### config.mk
export PLATFORM = sky130hd
export DESIGN_NAME = uoe_ctrl
export DESIGN_NICKNAME = d
export VERILOG_FILES = /design/src/uoe_pkg.sv /design/src/uoe_ep_slot.sv /design/src/uoe_ctrl.sv
export SDC_FILE = /design/constraint.sdc
export NUM_CORES = 1
export LEC_CHECK = 0
export ABC_AREA = 1
export BUFFER_PORTS_ARGS = -buffer_cell sky130_fd_sc_hd__buf_4
export CELL_PAD_IN_SITES_DETAIL_PLACEMENT = 0
export CELL_PAD_IN_SITES_GLOBAL_PLACEMENT = 1
export CORE_ASPECT_RATIO = 1.5
export CORE_MARGIN = 2
export CORE_UTILIZATION = 44
export DETAILED_ROUTE_END_ITERATION = 7
export GPL_TIMING_DRIVEN = 0
export PLACE_DENSITY_LB_ADDON = 0.25
export SLEW_MARGIN = 30
export SYNTH_ARGS = -nofsm -noshare
export SYNTH_HDL_FRONTEND = slang
export SYNTH_SLANG_ARGS = --single-unit
### constraint.sdc
create_clock -name clk_i -period 5.8 [get_ports clk_i]
set_input_delay 0.87 -clock clk_i [delete_from_list [all_inputs] [get_ports clk_i]]
set_output_delay 0.87 -clock clk_i [all_outputs]
set_load 0.03 [all_outputs]
### src/uoe_pkg.sv
// package: register map, field layout and types of the out endpoint control block
package uoe_pkg;
  localparam logic [4:0] OFS_CSR_LO   = 5'h14;
  localparam logic [4:0] OFS_CSR_HI   = 5'h15;
  localparam logic [4:0] OFS_CNT_LO   = 5'h16;
  localparam logic [4:0] OFS_CNT_HI   = 5'h17;
  localparam logic [4:0] OFS_EP_SEL   = 5'h18;
  localparam logic [4:0] OFS_IRQ_STAT = 5'h19;
  localparam logic [4:0] OFS_IRQ_EN   = 5'h1A;
  localparam logic [4:0] OFS_IRQ_CLR  = 5'h1B;
  localparam logic [4:0] OFS_TOGGLE   = 5'h1C;
  localparam int BIT_CLR_TOGGLE = 7;
  localparam int BIT_STALL_SENT = 6;
  localparam int BIT_SEND_STALL = 5;
  localparam int BIT_FLUSH      = 4;
  localparam int BIT_ISO_ERR    = 3;
  localparam int BIT_ISO_ISO_OVERRUN_FLAG  = 2;
  localparam int BIT_FIFO_FULL  = 1;
  localparam int BIT_PKT_READY  = 0;
  localparam int BIT_DBL_BUF    = 7;
  localparam int BIT_ISO_MODE   = 6;
  localparam logic [7:0] REG_RESET = 8'h00;
  localparam int NUM_EP = 3;

  typedef struct packed {
    logic       valid;
    logic [1:0] ep;
    logic [9:0] count;
    logic       crc_err;
  } uoe_rx_pkt_t;

  typedef struct packed {
    logic       stall;
    logic       ack;
    logic       nak;
    logic [1:0] ep;
  } uoe_hs_t;
endpackage : uoe_pkg

### src/uoe_ep_slot.sv
// one out endpoint: control, status, two-slot packet count queue
`timescale 1ns/1ns
module uoe_ep_slot (
  input  wire logic       clk_i,
  input  wire logic       reset_n_i,
  input  wire logic       rx_i,
  input  wire logic [9:0] rx_count_i,
  input  wire logic       rx_crc_err_i,
  input  wire logic       wr_lo_i,
  input  wire logic       wr_hi_i,
  input  wire logic [7:0] wdata_i,
  output logic      [7:0] csr_lo_o,
  output logic      [7:0] csr_hi_o,
  output logic      [9:0] count_o,
  output logic            stall_o,
  output logic            ack_o,
  output logic            nak_o,
  output logic            toggle_o,
  output logic            ready_evt_o,
  output logic            stall_evt_o,
  output logic            iso_overrun_flag_evt_o
);
  import uoe_pkg::*;
  logic [9:0] cnt_r [2];
  logic [1:0] err_r;
  logic [1:0] pkts_r;
  logic       dbl_r, iso_r, sstall_r, ssent_r, ovr_r, rdy_r, tog_r;
  wire  full    = dbl_r ? (pkts_r == 2'd2) : (pkts_r != 2'd0);
  wire  stalls  = sstall_r & ~iso_r;
  wire  accept  = rx_i & ~stalls & ~full;
  wire  lost    = rx_i & ~stalls & full;
  wire  clr_rdy = wr_lo_i & ~wdata_i[BIT_PKT_READY] & rdy_r;
  wire  flush   = wr_lo_i & wdata_i[BIT_FLUSH] & (pkts_r != 2'd0);
  wire  pop     = clr_rdy | flush;
  wire  [1:0] pkts_nxt = pkts_r + {1'b0, accept} - {1'b0, pop};
  assign stall_o     = rx_i & stalls;
  assign ack_o       = accept & ~iso_r;
  assign nak_o       = lost & ~iso_r;
  assign toggle_o    = tog_r;
  // a second queued packet shows as ready again right after the first pop
  // an arrival that lands while the head packet is popped also needs its own interrupt
  assign ready_evt_o = (accept & ((pkts_r == 2'd0) | (pop & (pkts_r == 2'd1))))
                     | (pop & (pkts_r == 2'd2));
  assign stall_evt_o = stall_o;
  assign iso_overrun_flag_evt_o = lost & iso_r;
  assign count_o     = rdy_r ? cnt_r[0] : 10'h000;
  assign csr_lo_o = {1'b0, ssent_r, sstall_r, 1'b0, err_r[0] & iso_r & rdy_r,
                     ovr_r, full, rdy_r};
  assign csr_hi_o = {dbl_r, iso_r, 6'h00};
  always_ff @(posedge clk_i or negedge reset_n_i) begin
    if (!reset_n_i) begin
      dbl_r <= 1'b0; iso_r <= 1'b0; sstall_r <= 1'b0; ssent_r <= 1'b0;
      ovr_r <= 1'b0; rdy_r <= 1'b0; tog_r <= 1'b0; pkts_r <= 2'd0;
      err_r <= 2'b00; cnt_r[0] <= 10'h000; cnt_r[1] <= 10'h000;
    end else begin
      if (wr_hi_i) begin
        dbl_r <= wdata_i[BIT_DBL_BUF];
        iso_r <= wdata_i[BIT_ISO_MODE];
      end
      if (wr_lo_i) sstall_r <= wdata_i[BIT_SEND_STALL];
      // set wins over a clear in the same cycle
      ssent_r <= stall_o | (ssent_r & ~(wr_lo_i & ~wdata_i[BIT_STALL_SENT]));
      ovr_r   <= iso_overrun_flag_evt_o | (ovr_r & ~(wr_lo_i & ~wdata_i[BIT_ISO_ISO_OVERRUN_FLAG]));
      if (wr_lo_i & wdata_i[BIT_CLR_TOGGLE]) tog_r <= 1'b0;
      else if (accept & ~iso_r) tog_r <= ~tog_r;
      pkts_r <= pkts_nxt;
      rdy_r  <= (pkts_nxt != 2'd0);
      if (pop) begin
        cnt_r[0] <= cnt_r[1];
        err_r[0] <= err_r[1];
      end
      // crc-damaged iso packets are still stored
      if (accept) begin
        if (pkts_r == 2'd0 || (pop && pkts_r == 2'd1)) begin
          cnt_r[0] <= rx_count_i;
          err_r[0] <= rx_crc_err_i & iso_r;
        end else begin
          cnt_r[1] <= rx_count_i;
          err_r[1] <= rx_crc_err_i & iso_r;
        end
      end
    end
  end
endmodule : uoe_ep_slot

### src/uoe_ctrl.sv
// top: wishbone register file and three out endpoints
//
// The Wishbone register port was left to the implementer.
`timescale 1ns/1ns
// What this block does
// - writing one to clear_toggle zeroes the data toggle; the bit reads zero
// - stall_sent_flag sets on each sent stall and stays until firmware clears it
// - send_stall makes the endpoint stall; zero stops; ignored in isochronous mode
// - flush drops the next packet, resets the pointer, clears packet_ready unless a second double-buffered packet remains, self-clears
// - iso crc or stuffing error sets iso_data_error, cleared with packet_ready
// - iso packet lost to a full fifo sets iso_overrun_flag until firmware clears
// - fifo_full_status reads one at two packets double-buffered, one packet single
// - packet_ready sets with an interrupt on arrival; firmware clears after unload
// - double_buffer_enable chooses double or single buffering
// - transfer-type bit selects isochronous or bulk/interrupt
// - low six bits of buffer config read zero, writes ignored
// - ten-bit byte count split across count low and count high, valid when ready
// - bulk mode with send_stall: every out gets stall plus interrupt and flag
// - second double-buffered packet re-sets packet_ready after the first clear
// - iso packet with crc error is still stored, ready set, interrupt raised
module uoe_ctrl (
  input  wire logic                clk_i,
  input  wire logic                reset_n_i,
  input  wire logic                wb_cyc_i,
  input  wire logic                wb_stb_i,
  input  wire logic                wb_we_i,
  input  wire logic [7:0]          wb_adr_i,
  input  wire logic [3:0]          wb_sel_i,
  input  wire logic [31:0]         wb_dat_i,
  output logic      [31:0]         wb_dat_o,
  output logic                     wb_ack_o,
  input  wire uoe_pkg::uoe_rx_pkt_t rx_pkt_i,
  output uoe_pkg::uoe_hs_t         hs_o,
  output logic      [2:0]          toggle_o,
  output logic                     irq_o
);
  import uoe_pkg::*;
  logic [1:0]  sel_r;
  logic [2:0]  irq_stat_r, irq_en_r;
  logic        ack_r;
  logic [31:0] rdat_r;
  logic [7:0]  lo_v [NUM_EP];
  logic [7:0]  hi_v [NUM_EP];
  logic [9:0]  cnt_v [NUM_EP];
  logic [2:0]  st_v, ak_v, nk_v, rdy_e, stl_e, ovr_e;

  wire       req   = wb_cyc_i & wb_stb_i & ~ack_r;
  wire [4:0] idx   = wb_adr_i[6:2];
  wire       lane0 = wb_sel_i[0];
  wire       wr    = req & wb_we_i & lane0 & (wb_adr_i[7] == 1'b0);
  // the upper half of the window is unmapped: reads there must not alias the registers
  wire       rd    = req & ~wb_we_i & (wb_adr_i[7] == 1'b0);
  wire [1:0] cur   = (sel_r == 2'd0) ? 2'd1 : sel_r;
  wire [1:0] ci    = cur - 2'd1;
  wire [2:0] evt   = rdy_e | stl_e | ovr_e;

  genvar g;
  generate
    for (g = 0; g < NUM_EP; g++) begin : g_ep
      wire mine = (ci == 2'(g));
      uoe_ep_slot u_ep (
        .clk_i        (clk_i),
        .reset_n_i    (reset_n_i),
        .rx_i         (rx_pkt_i.valid & (rx_pkt_i.ep == 2'(g + 1))),
        .rx_count_i   (rx_pkt_i.count),
        .rx_crc_err_i (rx_pkt_i.crc_err),
        .wr_lo_i      (wr & mine & (idx == OFS_CSR_LO)),
        .wr_hi_i      (wr & mine & (idx == OFS_CSR_HI)),
        .wdata_i      (wb_dat_i[7:0]),
        .csr_lo_o     (lo_v[g]),
        .csr_hi_o     (hi_v[g]),
        .count_o      (cnt_v[g]),
        .stall_o      (st_v[g]),
        .ack_o        (ak_v[g]),
        .nak_o        (nk_v[g]),
        .toggle_o     (toggle_o[g]),
        .ready_evt_o  (rdy_e[g]),
        .stall_evt_o  (stl_e[g]),
        .iso_overrun_flag_evt_o  (ovr_e[g])
      );
    end
  endgenerate

  assign hs_o = '{stall: |st_v, ack: |ak_v, nak: |nk_v, ep: rx_pkt_i.ep};
  assign irq_o      = |(irq_stat_r & irq_en_r);
  assign wb_ack_o   = ack_r;
  assign wb_dat_o   = rdat_r;

  wire [7:0] rsel =
    (idx == OFS_CSR_LO)   ? lo_v[ci] :
    (idx == OFS_CSR_HI)   ? hi_v[ci] :
    (idx == OFS_CNT_LO)   ? cnt_v[ci][7:0] :
    (idx == OFS_CNT_HI)   ? {6'h00, cnt_v[ci][9:8]} :
    (idx == OFS_EP_SEL)   ? {6'h00, sel_r} :
    (idx == OFS_IRQ_STAT) ? {5'h00, irq_stat_r} :
    (idx == OFS_IRQ_EN)   ? {5'h00, irq_en_r} :
    (idx == OFS_TOGGLE)   ? {5'h00, toggle_o} : 8'h00;

  always_ff @(posedge clk_i or negedge reset_n_i) begin
    if (!reset_n_i) begin
      ack_r <= 1'b0;
      rdat_r <= 32'h0000_0000;
      sel_r <= 2'd0;
      irq_en_r <= 3'h0;
      irq_stat_r <= 3'h0;
    end else begin
      ack_r <= req;
      rdat_r <= rd ? {24'h000000, rsel} : 32'h0000_0000;
      if (wr && idx == OFS_EP_SEL) sel_r <= wb_dat_i[1:0];
      if (wr && idx == OFS_IRQ_EN) irq_en_r <= wb_dat_i[2:0];
      // new events win over a clear in the same cycle
      irq_stat_r <= evt | (irq_stat_r &
                    ~((wr && idx == OFS_IRQ_CLR) ? wb_dat_i[2:0] : 3'h0));
    end
  end

  a_ack_one_cycle: assert property (@(posedge clk_i) disable iff (!reset_n_i)
    wb_ack_o |=> !wb_ack_o) else $error("ack held two cycles");
  a_ack_follows: assert property (@(posedge clk_i) disable iff (!reset_n_i)
    (wb_cyc_i & wb_stb_i & !wb_ack_o) |=> wb_ack_o) else $error("no ack");
  a_irq_event: assert property (@(posedge clk_i) disable iff (!reset_n_i)
    (evt[0] & irq_en_r[0]) |=> irq_o) else $error("irq missed");
  a_stall_iso: assert property (@(posedge clk_i) disable iff (!reset_n_i)
    hs_o.stall |-> !(hi_v[rx_pkt_i.ep - 2'd1][BIT_ISO_MODE])) else $error("iso stall");
  a_stall_flag: assert property (@(posedge clk_i) disable iff (!reset_n_i)
    st_v[0] |=> lo_v[0][BIT_STALL_SENT]) else $error("stall flag");
  a_hi_zero: assert property (@(posedge clk_i) disable iff (!reset_n_i)
    hi_v[0][5:0] == 6'h00) else $error("hi bits");
  a_toggle_read: assert property (@(posedge clk_i) disable iff (!reset_n_i)
    !lo_v[0][BIT_CLR_TOGGLE] && !lo_v[0][BIT_FLUSH]) else $error("wo bits");
  a_full_single: assert property (@(posedge clk_i) disable iff (!reset_n_i)
    (!hi_v[0][BIT_DBL_BUF] && lo_v[0][BIT_PKT_READY]) |-> lo_v[0][BIT_FIFO_FULL])
    else $error("full single");
  wire wr_lo0 = wr & (ci == 2'd0) & (idx == OFS_CSR_LO);
  a_toggle_clear: assert property (@(posedge clk_i) disable iff (!reset_n_i)
    (wr_lo0 && wb_dat_i[BIT_CLR_TOGGLE]) |=> !toggle_o[0]) else $error("toggle kept");
  a_flush_single: assert property (@(posedge clk_i) disable iff (!reset_n_i)
    (wr_lo0 && wb_dat_i[BIT_FLUSH] && !hi_v[0][BIT_DBL_BUF] && lo_v[0][BIT_PKT_READY])
    |=> !lo_v[0][BIT_PKT_READY]) else $error("flush kept packet");
  a_ready_irq: assert property (@(posedge clk_i) disable iff (!reset_n_i)
    rdy_e[0] |=> irq_stat_r[0]) else $error("ready event lost");
  a_iso_quiet: assert property (@(posedge clk_i) disable iff (!reset_n_i)
    (rx_pkt_i.valid && rx_pkt_i.ep == 2'd1 && hi_v[0][BIT_ISO_MODE])
    |-> !(hs_o.stall || hs_o.ack || hs_o.nak)) else $error("iso handshake");
  c_second_ready: cover property (@(posedge clk_i) disable iff (!reset_n_i)
    lo_v[0][BIT_PKT_READY] && rdy_e[0]);
  c_stall: cover property (@(posedge clk_i) disable iff (!reset_n_i) hs_o.stall);
  c_iso_overrun_flag: cover property (@(posedge clk_i) disable iff (!reset_n_i) |ovr_e);
  c_irq:   cover property (@(posedge clk_i) disable iff (!reset_n_i) irq_o);
endmodule : uoe_ctrl

==> qor.yml, run 1 <==
critical_path:
  reg2regPathDepth: 14
  crit_slowest_cell: "a21oi_1"
  critical_path.max_fanout: 6
  crit_top_cell: "buf_4"
  required_ns: 4.93
  path_buf_inv: 3
  critPathTopFamily: "simple AND/OR/NAND/NOR gates"
  critPathMaxStageDelay_ns: 0.22
  cp_data_arrival_time_ns: 2.14
  start_kind: "primary input"
  crit_cells: 8
  crit_path_end_kind: "primary output"
  crit_chain: "buf_4, nand3b_1, a21oi_1, and2_1, buf_2, nand2_1, nand3_1, buf_4"
  worstSetupPathType: "in -> out"
global_routing:
  met2_usage_pct: 46.8
  grt_max_degree: 111
  top_usage_layer: "met2"
  grt_pass1_wl_um: 28900
  grt_use_total_pct: 26.0
  overflow: 0
  antenna_found_initial: 0
  first_global_vias: 5324
  use_met1_pct: 30.2
  met3_usage_pct: 2.51
final_layout:
  post-route-cell-area_um2: 7060
  nFillCells: 1373
  drive_above_1_share_pct: 17.0
  area_delta_synth_final_pct: 16.1
  fin_nets: 952
  diodes: 0
  stdcell_count: 1050
die:
  die_h_um: 148
  start_util_pct: 45.0
  die-area_um2: 14800
  rows: 52
  ios: 105
  core-area_um2: 13500
  chipWidth_um: 100
clock_network:
  post_cts_buffers: 0
  cts_buffer_depth: 2
  cts_sinks: 110
  clk_pin_slew_worst_paths_ns: 0.08
  cts_made_buffers: 9
  h-tree-depth: 3
  clk_latency_ns: 0.35
  cts_hold_buf: 0
  cts_resized: 0
  cts_root_buffer: "clkbuf_16"
  cts_tree: "done"
synthesis:
  synth-edff-count: 0
  synthFlopType: "dfrtp_1"
  ys_ff_latch: 110
  synth_top_area_share_pct: 45.2
  synth_common_cells: "nand2_1, dfrtp_1, nand3_1"
  synth.area.mux_share_pct: 0
  yosysWarnings: 0
  yosysMostFrequentCell: "nand2_1"
  syn-mean-instance-area_um2: 7.61
  synthSimpleGateAreaFrac_pct: 32.7
  async_flop_share_pct: 100
  synthAdderAreaFrac_pct: 1.23
  synth_cells: 799
  synth-seq-area-share_pct: 45.2
  synth_top_family_by_area: "simple AND/OR/NAND/NOR gates"
  ys_types: 39
  syn_area_um2: 6080
  synth.top_cells.by_area: "dfrtp_1, nand2_1, nand3_1, buf_4, inv_1"
  synth_compound_area_share_pct: 8.76
  synth_xor_area_share_pct: 1.30
  yosysTopAreaCell: "dfrtp_1"
detailed_routing:
  drtIter0Drc: 235
  wl_per_cell_um: 17.5
  ant_nets: 0
  first_pass_iters: 5
  drc: 0
  vias: 5411
  via_per_inst: 5.15
  wirelength_um: 18400
sta:
  setup_tns_ns: 0
  finClkSkew_ns: 0.00907
  rsz0062_at_grt: "no"
  fmax_mhz: 332
  period_minus_slack_ns: 3.01
  finalHoldViolCount: 0
  slew_viol_final: 0
  worst_pin_slew_ns: 0.870
  finalCritPeriodShare_pct: 51.9
  fin_hold_ws_ns: 0.495
  setup_viol: 0
  relSlewSlack_pct: 42.0
  worst_slack_ns: 2.79
place:
  routabilityCongestion: 0.986
  place_area_um2: 6760
  pre_cts_ws_ns: 2.60
  dp.cells: 1034
  dpl.hpwl_um: 14500
  numPortBuffers: 50
worst_hold_path:
  hold_path.class: "reg -> reg"
  whs_path_depth: 2
flow_run:
  cap_violations: 0
status:
  status: "finished, final reports clean"
power_and_ir_drop:
  vdd_drop_max_uv: 149
  p_per_area_nw_per_um2: 304
  p_leak_nw: 3.81
-- cells in the final DEF (no fill, tap or decap), types with 9 or more instances in the layout --
cell type | Yosys | routed
a21oi_1 | 14 | 14
buf_2 | 12 | 12
buf_4 | 35 | 84
clkbuf_16 | 0 | 9
conb_1 | 1 | 24
dfrtp_1 | 110 | 110
inv_1 | 57 | 57
nand2_1 | 309 | 309
nand2_2 | 9 | 9
nand3_1 | 70 | 70
nor2_1 | 28 | 28
o21ai_0 | 33 | 33
o21ai_1 | 34 | 34
-- flip-flops by register name (all words and copies together) (netlist names) --
register / cells
wb_dat_o: 8
irq_stat_r: 3
g_ep.u_ep.iso_r: 3
g_ep.u_ep.toggle_o: 3
g_ep.u_ep.sstall_r: 3
g_ep.u_ep.pkts_r: 6
g_ep.u_ep.cnt_r: 60
g_ep.u_ep.err_r: 6
g_ep.u_ep.ovr_r: 3
g_ep.u_ep.rdy_r: 3
g_ep.u_ep.dbl_r: 3
sel_r: 2
g_ep.u_ep.ssent_r: 3
wb_ack_o: 1
irq_en_r: 3
-- cell type report --
cell class              count  area, µm²  share of cell area (%)
inverters                  64        240                    3.40
repair buffers             50        383                    5.42
plain buffers              59        413                    5.85
well taps                 162        203                    2.87
flip-flops and latches    110       2750                    39.0
clock buffers              11        243                    3.44
clock inverters             5       65.1                   0.921
multi-input cells         589       2760                    39.1
-- cell families after synthesis --
| family | count (synthesis) |
|---|---|
| other | 1 |
| buffers and inverters | 123 |
| AO/OA/AOI/OAI | 98 |
| AND/OR/NAND/NOR | 452 |
| adder cells (fa/ha/maj) | 6 |
| XOR/XNOR | 9 |
| flip-flops | 110 |
-- report_power, final --
part / total [mW] / internal [mW] / switching (mW) / leakage [nW]
Sequential: 1.01 / 0.911 / 0.102 / 1.45
Combinational: 0.493 / 0.183 / 0.310 / 2.21
Clock: 0.644 / 0.352 / 0.292 / 0.144
Total: 2.15 / 1.45 / 0.704 / 3.81
-- worst register-to-register path, cell delays in order (launching register included) --
cell and delay, ns:
dfrtp_1 0.39, clkinv_1 0.06, nand3_2 0.10, nor2_4 0.28, nand2_1 0.19, nor2_8 0.18
nand2_2 0.10, inv_2 0.10, buf_6 0.14, ha_1 0.23, inv_1 0.06, ha_1 0.16
xnor2_1 0.14, xor2_1 0.11, or2_2 0.28
-- routing by layer --
| metal | routed length, µm | part of all wire [%] |
|---|---|---|
| met1 | 7050 | 38 |
| met2 | 9720 | 53 |
| met3 | 626 | 3.4 |
| met4 | 985 | 5.4 |
| met5 | 0 | 0 |
-- per-stage QoR --
stage	power [mW]	util [%]
finish	2.15	52.2
floorplan	1.34	-
CTS	2.16	52.2
global placement	1.50	49.9
global route	2.28	52.2
detailed placement	1.52	49.9
-- final timing paths --
| kind | start | end | slack, ns |
|---|---|---|---|
| worst min-delay path | g_ep[1].u_ep.cnt_r[0]$_DFFE_PN0P_ | g_ep[1].u_ep.cnt_r[0]$_DFFE_PN0P_ | 0.49 |
| min in group asynchronous | reset_n_i | g_ep[2].u_ep.iso_r$_DFFE_PN0P_ | 0.55 |
| max in group asynchronous | reset_n_i | irq_stat_r[1]$_DFF_PN0_ | 4.60 |
| worst max-delay path | rx_pkt_i[12] | hs_o[3] | 2.79 |
| worst min register to register | g_ep[1].u_ep.cnt_r[0]$_DFFE_PN0P_ | g_ep[1].u_ep.cnt_r[0]$_DFFE_PN0P_ | 0.49 |
| worst max register to register | wb_ack_o$_DFF_PN0_ | g_ep[2].u_ep.rdy_r$_DFF_PN0_ | 3.18 |
No activity file was read; power rests on OpenSTA's default activity.
==> run 2, diff against run 1 <==
- CORE_UTILIZATION: 44 -> 41
- clock period: 5.8 -> 3.08 ns (I/O delays scaled with it)
==> qor.yml, run 2 (same netlist as run 1, synthesis figures left out) <==
final_layout:
  layout_commonest_cell: "nand2_1"
  post-route-cell-area_um2: 7090
  area_delta_synth_final_pct: 16.5
  final_cell_mix: "nand2_1, dfrtp_1, buf_4"
  multiInputGateArea_um2: 2760
  fin_nets: 952
  largest-register: "g_ep.u_ep.cnt_r"
  nFillCells: 1505
  drive_above_1_share_pct: 16.9
  fin_util_pct: 48.8
  diodes: 0
  regArea_um2: 2750
  largest_reg_flops: 60
global_routing:
  antenna_found_initial: 0
  overflow: 0
  met2_usage_pct: 43.3
  met3_usage_pct: 3.02
  first_global_vias: 5323
  top_usage_layer: "met2"
  use_met1_pct: 28.6
  grt_pass1_wl_um: 29000
  grt_max_degree: 111
  grt_use_total_pct: 24.7
clock_network:
  cts_root_buffer: "clkbuf_16"
  h-tree-depth: 3
  cts_made_buffers: 9
  post_cts_buffers: 0
  clk_pin_slew_worst_paths_ns: 0.07
  cts_tree: "done"
  cts_buffer_depth: 2
  cts_sinks: 110
  cts_resized: 0
  cts_hold_buf: 0
  clk_latency_ns: 0.35
critical_path:
  path_buf_inv: 4
  critPathMaxStageDelay_ns: 0.39
  critPathTopFamily: "simple AND/OR/NAND/NOR gates"
  critical_path.max_fanout: 10
  worstSetupPathType: "reg -> reg"
  crit_slowest_cell: "dfrtp_1"
  crit_chain: "clkinv_1, nand3_2, nor2_4, nand2_1, nor2_4, nand2_2, inv_2, buf_6, ha_1, inv_1, ha_1, xnor2_1, xor2_1, or2_2"
  cp_data_arrival_time_ns: 2.81
  required_ns: 3.31
  start_kind: "flip-flop"
  crit_path_end_kind: "flip-flop"
die:
  die_h_um: 153
  start_util_pct: 41.9
  die-area_um2: 15800
  chipWidth_um: 103
  core-area_um2: 14500
  rows: 54
  ios: 105
sta:
  worst_pin_slew_ns: 0.865
  setup_tns_ns: 0
  finClkSkew_ns: 0.00732
  setup_viol: 0
  finalHoldViolCount: 0
  period_minus_slack_ns: 2.59
  finalCritPeriodShare_pct: 84.0
  worst_slack_ns: 0.493
  rsz0062_at_grt: "no"
  relSlewSlack_pct: 42.3
  fmax_mhz: 387
  slew_viol_final: 0
place:
  dpl.hpwl_um: 14400
  place_area_um2: 6800
  pre_cts_ws_ns: 0.311
  routabilityCongestion: 0.918
  numPortBuffers: 50
detailed_routing:
  via_per_inst: 5.04
  vias: 5466
  wirelength_um: 18800
  drc: 0
  drtIter0Drc: 393
  ant_nets: 0
  wl_per_cell_um: 17.4
  first_pass_iters: 7
power_and_ir_drop:
  p_leak_nw: 3.80
  p_per_area_nw_per_um2: 564
  vdd_drop_max_uv: 301
flow_run:
  cap_violations: 0
worst_hold_path:
  hold_path.class: "in -> async"
status:
  status: "finished, final reports clean"
run 2: cell types whose count changed in the layout (fill, tap and decap cells not counted):
cell      change
clkbuf_1      +1
clkbuf_8      -1
clkinv_2      +1
inv_8         -1
run 2: final timing paths:
| kind | startpoint | end | slack [ns] | depth (start not counted) |
|---|---|---|---|---|
| setup / recovery | wb_ack_o$_DFF_PN0_ | g_ep[0].u_ep.rdy_r$_DFF_PN0_ | 0.49 | 14 |
| hold / removal | reset_n_i | g_ep[2].u_ep.sstall_r$_DFFE_PN0N_ | 0.16 | 1 |
| setup reg to reg | wb_ack_o$_DFF_PN0_ | g_ep[0].u_ep.rdy_r$_DFF_PN0_ | 0.49 | 14 |
| hold reg to reg | g_ep[2].u_ep.cnt_r[7]$_DFFE_PN0P_ | g_ep[2].u_ep.cnt_r[7]$_DFFE_PN0P_ | 0.49 | 2 |
| max in group asynchronous | reset_n_i | g_ep[0].u_ep.err_r[0]$_DFF_PN0_ | 2.29 | 1 |
| min in group clk_i | wb_dat_i[5] | g_ep[0].u_ep.sstall_r$_DFFE_PN0N_ | 0.37 | 3 |
run 2: final cells by class:
cell class	count	area share [%]
clock inverter	5	0.830
sequential	110	38.8
clock buffer	11	3.28
buffer	59	5.82
multi-input combinational	589	39.0
tap	196	3.46
timing repair buffer	50	5.40
inverter	64	3.39
run 2: per-layer routing:
metal / share of wire (%) / wire length, µm
met1: 38 / 7080
met2: 53 / 9940
met3: 4.1 / 778
met4: 5.4 / 1020
met5: 0 / 0
run 2: metrics by stage:
| step | power (mW) | hold WS, ns | std cells |
|---|---|---|---|
| floorplan | 2.52 | 0.166 | 822 |
| global placement | 2.83 | 0.471 | 1068 |
| detailed placement | 2.85 | 0.474 | 1068 |
| CTS | 4.03 | 0.223 | 1084 |
| global route | 4.22 | 0.238 | 1084 |
| finish | 4.00 | 0.163 | 1084 |
run 2: power breakdown:
group / internal [mW] / switching, mW / leakage, nW / total, mW
Combinational: 0.345 / 0.587 / 2.21 / 0.931
Clock: 0.634 / 0.536 / 0.136 / 1.17
Sequential: 1.71 / 0.183 / 1.45 / 1.90
Total: 2.69 / 1.31 / 3.80 / 4.00
run 2: worst register-to-register path, stage by stage, from the launching register on:
cell,delay (ns)
dfrtp_1,0.39
clkinv_1,0.06
nand3_2,0.10
nor2_4,0.28
nand2_1,0.14
nor2_4,0.19
nand2_2,0.11
inv_2,0.09
buf_6,0.14
ha_1,0.23
inv_1,0.06
ha_1,0.16
xnor2_1,0.14
xor2_1,0.10
or2_2,0.29
==> run 3, diff against run 2 <==
- ABC_AREA: 1 -> 0
- CORE_UTILIZATION: 41 -> 44
- clock period: 3.08 -> 2.7 ns (I/O delays scaled with it)
==> qor.yml, run 3 <==
status:
  status: "finished, final reports clean"
die:
  start_util_pct: 44.7
  rows: 53
  die_h_um: 150
  core-area_um2: 13900
  ios: 105
  die-area_um2: 15100
  chipWidth_um: 101
final_layout:
  drive_above_1_share_pct: 25.0
  layout_commonest_cell: "dfrtp_1"
  largest-register: "g_ep.u_ep.cnt_r"
  final_cell_mix: "dfrtp_1, buf_4, and3_1"
  regArea_um2: 2750
  largest_reg_flops: 60
  area_delta_synth_final_pct: 16.1
  stdcell_count: 858
  multiInputGateArea_um2: 3090
  fin_nets: 757
  diodes: 0
  nFillCells: 1323
detailed_routing:
  wl_per_cell_um: 21.4
  ant_nets: 0
  wirelength_um: 18400
  via_per_inst: 5.84
  route.met3.wl_um: 759
  vias: 5010
  drtIter0Drc: 226
  wl_met1_um: 7100
  highest_layer: "met4"
  drc: 0
  dr_wl_met2_um: 9260
  first_pass_iters: 5
sta:
  worst_pin_slew_ns: 0.842
  setup_viol: 0
  finalHoldViolCount: 0
  rsz0062_at_grt: "no"
  relSlewSlack_pct: 43.9
  fin_hold_ws_ns: 0.0927
  slew_viol_final: 0
  finClkSkew_ns: 0.00919
  period_minus_slack_ns: 2.55
  finalCritPeriodShare_pct: 94.6
  fmax_mhz: 392
  worst_slack_ns: 0.146
synthesis:
  yosysMostFrequentCell: "dfrtp_1"
  async_flop_share_pct: 100
  synthFlopType: "dfrtp_1"
  synth-edff-count: 0
  syn_area_um2: 6230
  synth.top_cells.by_area: "dfrtp_1, mux2_2, and3_1, a211o_1, buf_4"
  ys_types: 74
  yosysTopAreaCell: "dfrtp_1"
  synth_common_cells: "dfrtp_1, and3_1, nand2_1"
  synth_cells: 608
  ys_ff_latch: 110
  syn-mean-instance-area_um2: 10.2
  synth_top_area_share_pct: 44.2
  yosysWarnings: 0
  synth-seq-area-share_pct: 44.2
critical_path:
  critPathTopFamily: "simple AND/OR/NAND/NOR gates"
  critical_path.max_fanout: 6
  required_ns: 2.30
  worstSetupPathType: "reg -> out"
  crit_slowest_cell: "a21oi_1"
  start_kind: "flip-flop"
  crit_path_end_kind: "primary output"
  cp_data_arrival_time_ns: 2.15
  crit_chain: "nor2_1, a21oi_1, nor3_1, or3_1, buf_4"
  path_buf_inv: 1
  critPathMaxStageDelay_ns: 0.49
global_routing:
  grt_max_degree: 111
  grt_pass1_wl_um: 28200
  first_global_vias: 5007
  antenna_found_initial: 0
  grt_use_total_pct: 25.0
  overflow: 0
place:
  dp.cells: 845
  routabilityCongestion: 0.918
  dpl.hpwl_um: 13800
  numPortBuffers: 49
  pre_cts_ws_ns: -0.214
power_and_ir_drop:
  p_leak_nw: 3.72
  p_per_area_nw_per_um2: 607
  vdd_drop_max_uv: 367
clock_network:
  cts_root_buffer: "clkbuf_16"
  cts_buffer_depth: 2
  post_cts_buffers: 0
  cts_sinks: 110
  clk_latency_ns: 0.36
  h-tree-depth: 3
  cts_tree: "done"
  clk_pin_slew_worst_paths_ns: 0.08
  cts_made_buffers: 9
flow_run:
  cap_violations: 0
worst_hold_path:
  hold_path.class: "in -> async"
==> run 3: stage by stage <==
| step | setup TNS, ns | utilization [%] | area [µm²] | power [mW] |
|---|---|---|---|---|
| floorplan | 0 | - | 6310 | 2.58 |
| global placement | -0.223 | 49.5 | 6890 | 2.88 |
| detailed placement | -0.253 | 49.5 | 6900 | 2.90 |
| CTS | 0 | 51.9 | 7230 | 4.43 |
| global route | 0 | 51.9 | 7230 | 4.58 |
| finish | 0 | 51.9 | 7230 | 4.39 |
==> run 3: layout make-up <==
class	count	area share (%)
plain buffers	63	5.48
clock buffers	10	3.30
clock inverters	6	1.42
inverters	19	0.986
multi-input cells	436	42.7
flip-flops and latches	110	38.1
well taps	165	2.85
repair buffers	49	5.19
==> run 3: timing repair <==
item | in CTS | in global routing
gates resized for setup | 0 | 1
setup endpoints to repair | 1 | 2
hold buffers | 0 | 0
==> run 3: cells by family (layout without fill, tap and decap cells) <==
family / Yosys count / after routing / synth area share, %
xor gates and xnor gates: 9 / 9 / 1.27
and+or+nand+nor: 215 / 215 / 20.2
adders and majority gates: 6 / 6 / 1.21
buffers and inverters: 85 / 147 / 7.71
other: 1 / 24 / 0.0602
AOI/OAI and AO/OA: 132 / 132 / 15.8
muxes: 50 / 50 / 9.50
DFF: 110 / 110 / 44.2
==> run 3: routing by layer <==
| layer | GRT usage (%) | vias up |
|---|---|---|
| li1 | - | 2323 |
| met1 | 30.0 | 2455 |
| met2 | 41.8 | 178 |
| met3 | 2.85 | 54 |
| met4 | 16.4 | 0 |
| met5 | 0 | - |
==> run 3: path summary, 6_finish.rpt <==
path	from	to	slack, ns	cells after the start
worst max-delay path	g_ep[2].u_ep.pkts_r[0]$_DFF_PN0_	hs_o[3]	0.15	5
max in group asynchronous	reset_n_i	irq_stat_r[0]$_DFF_PN0_	2.00	1
worst min register to register	wb_ack_o$_DFF_PN0_	wb_ack_o$_DFF_PN0_	0.46	1
worst max register to register	wb_ack_o$_DFF_PN0_	g_ep[0].u_ep.rdy_r$_DFF_PN0_	0.18	10
worst min-delay path	reset_n_i	g_ep[2].u_ep.sstall_r$_DFFE_PN0N_	0.09	1
min in group clk_i	wb_stb_i	wb_ack_o$_DFF_PN0_	0.27	3
==> run 3: report_power, final <==
group / internal, mW / total (mW) / switching (mW)
clock network: 0.858 / 1.52 / 0.661
registers: 1.84 / 1.98 / 0.145
logic: 0.419 / 0.889 / 0.470
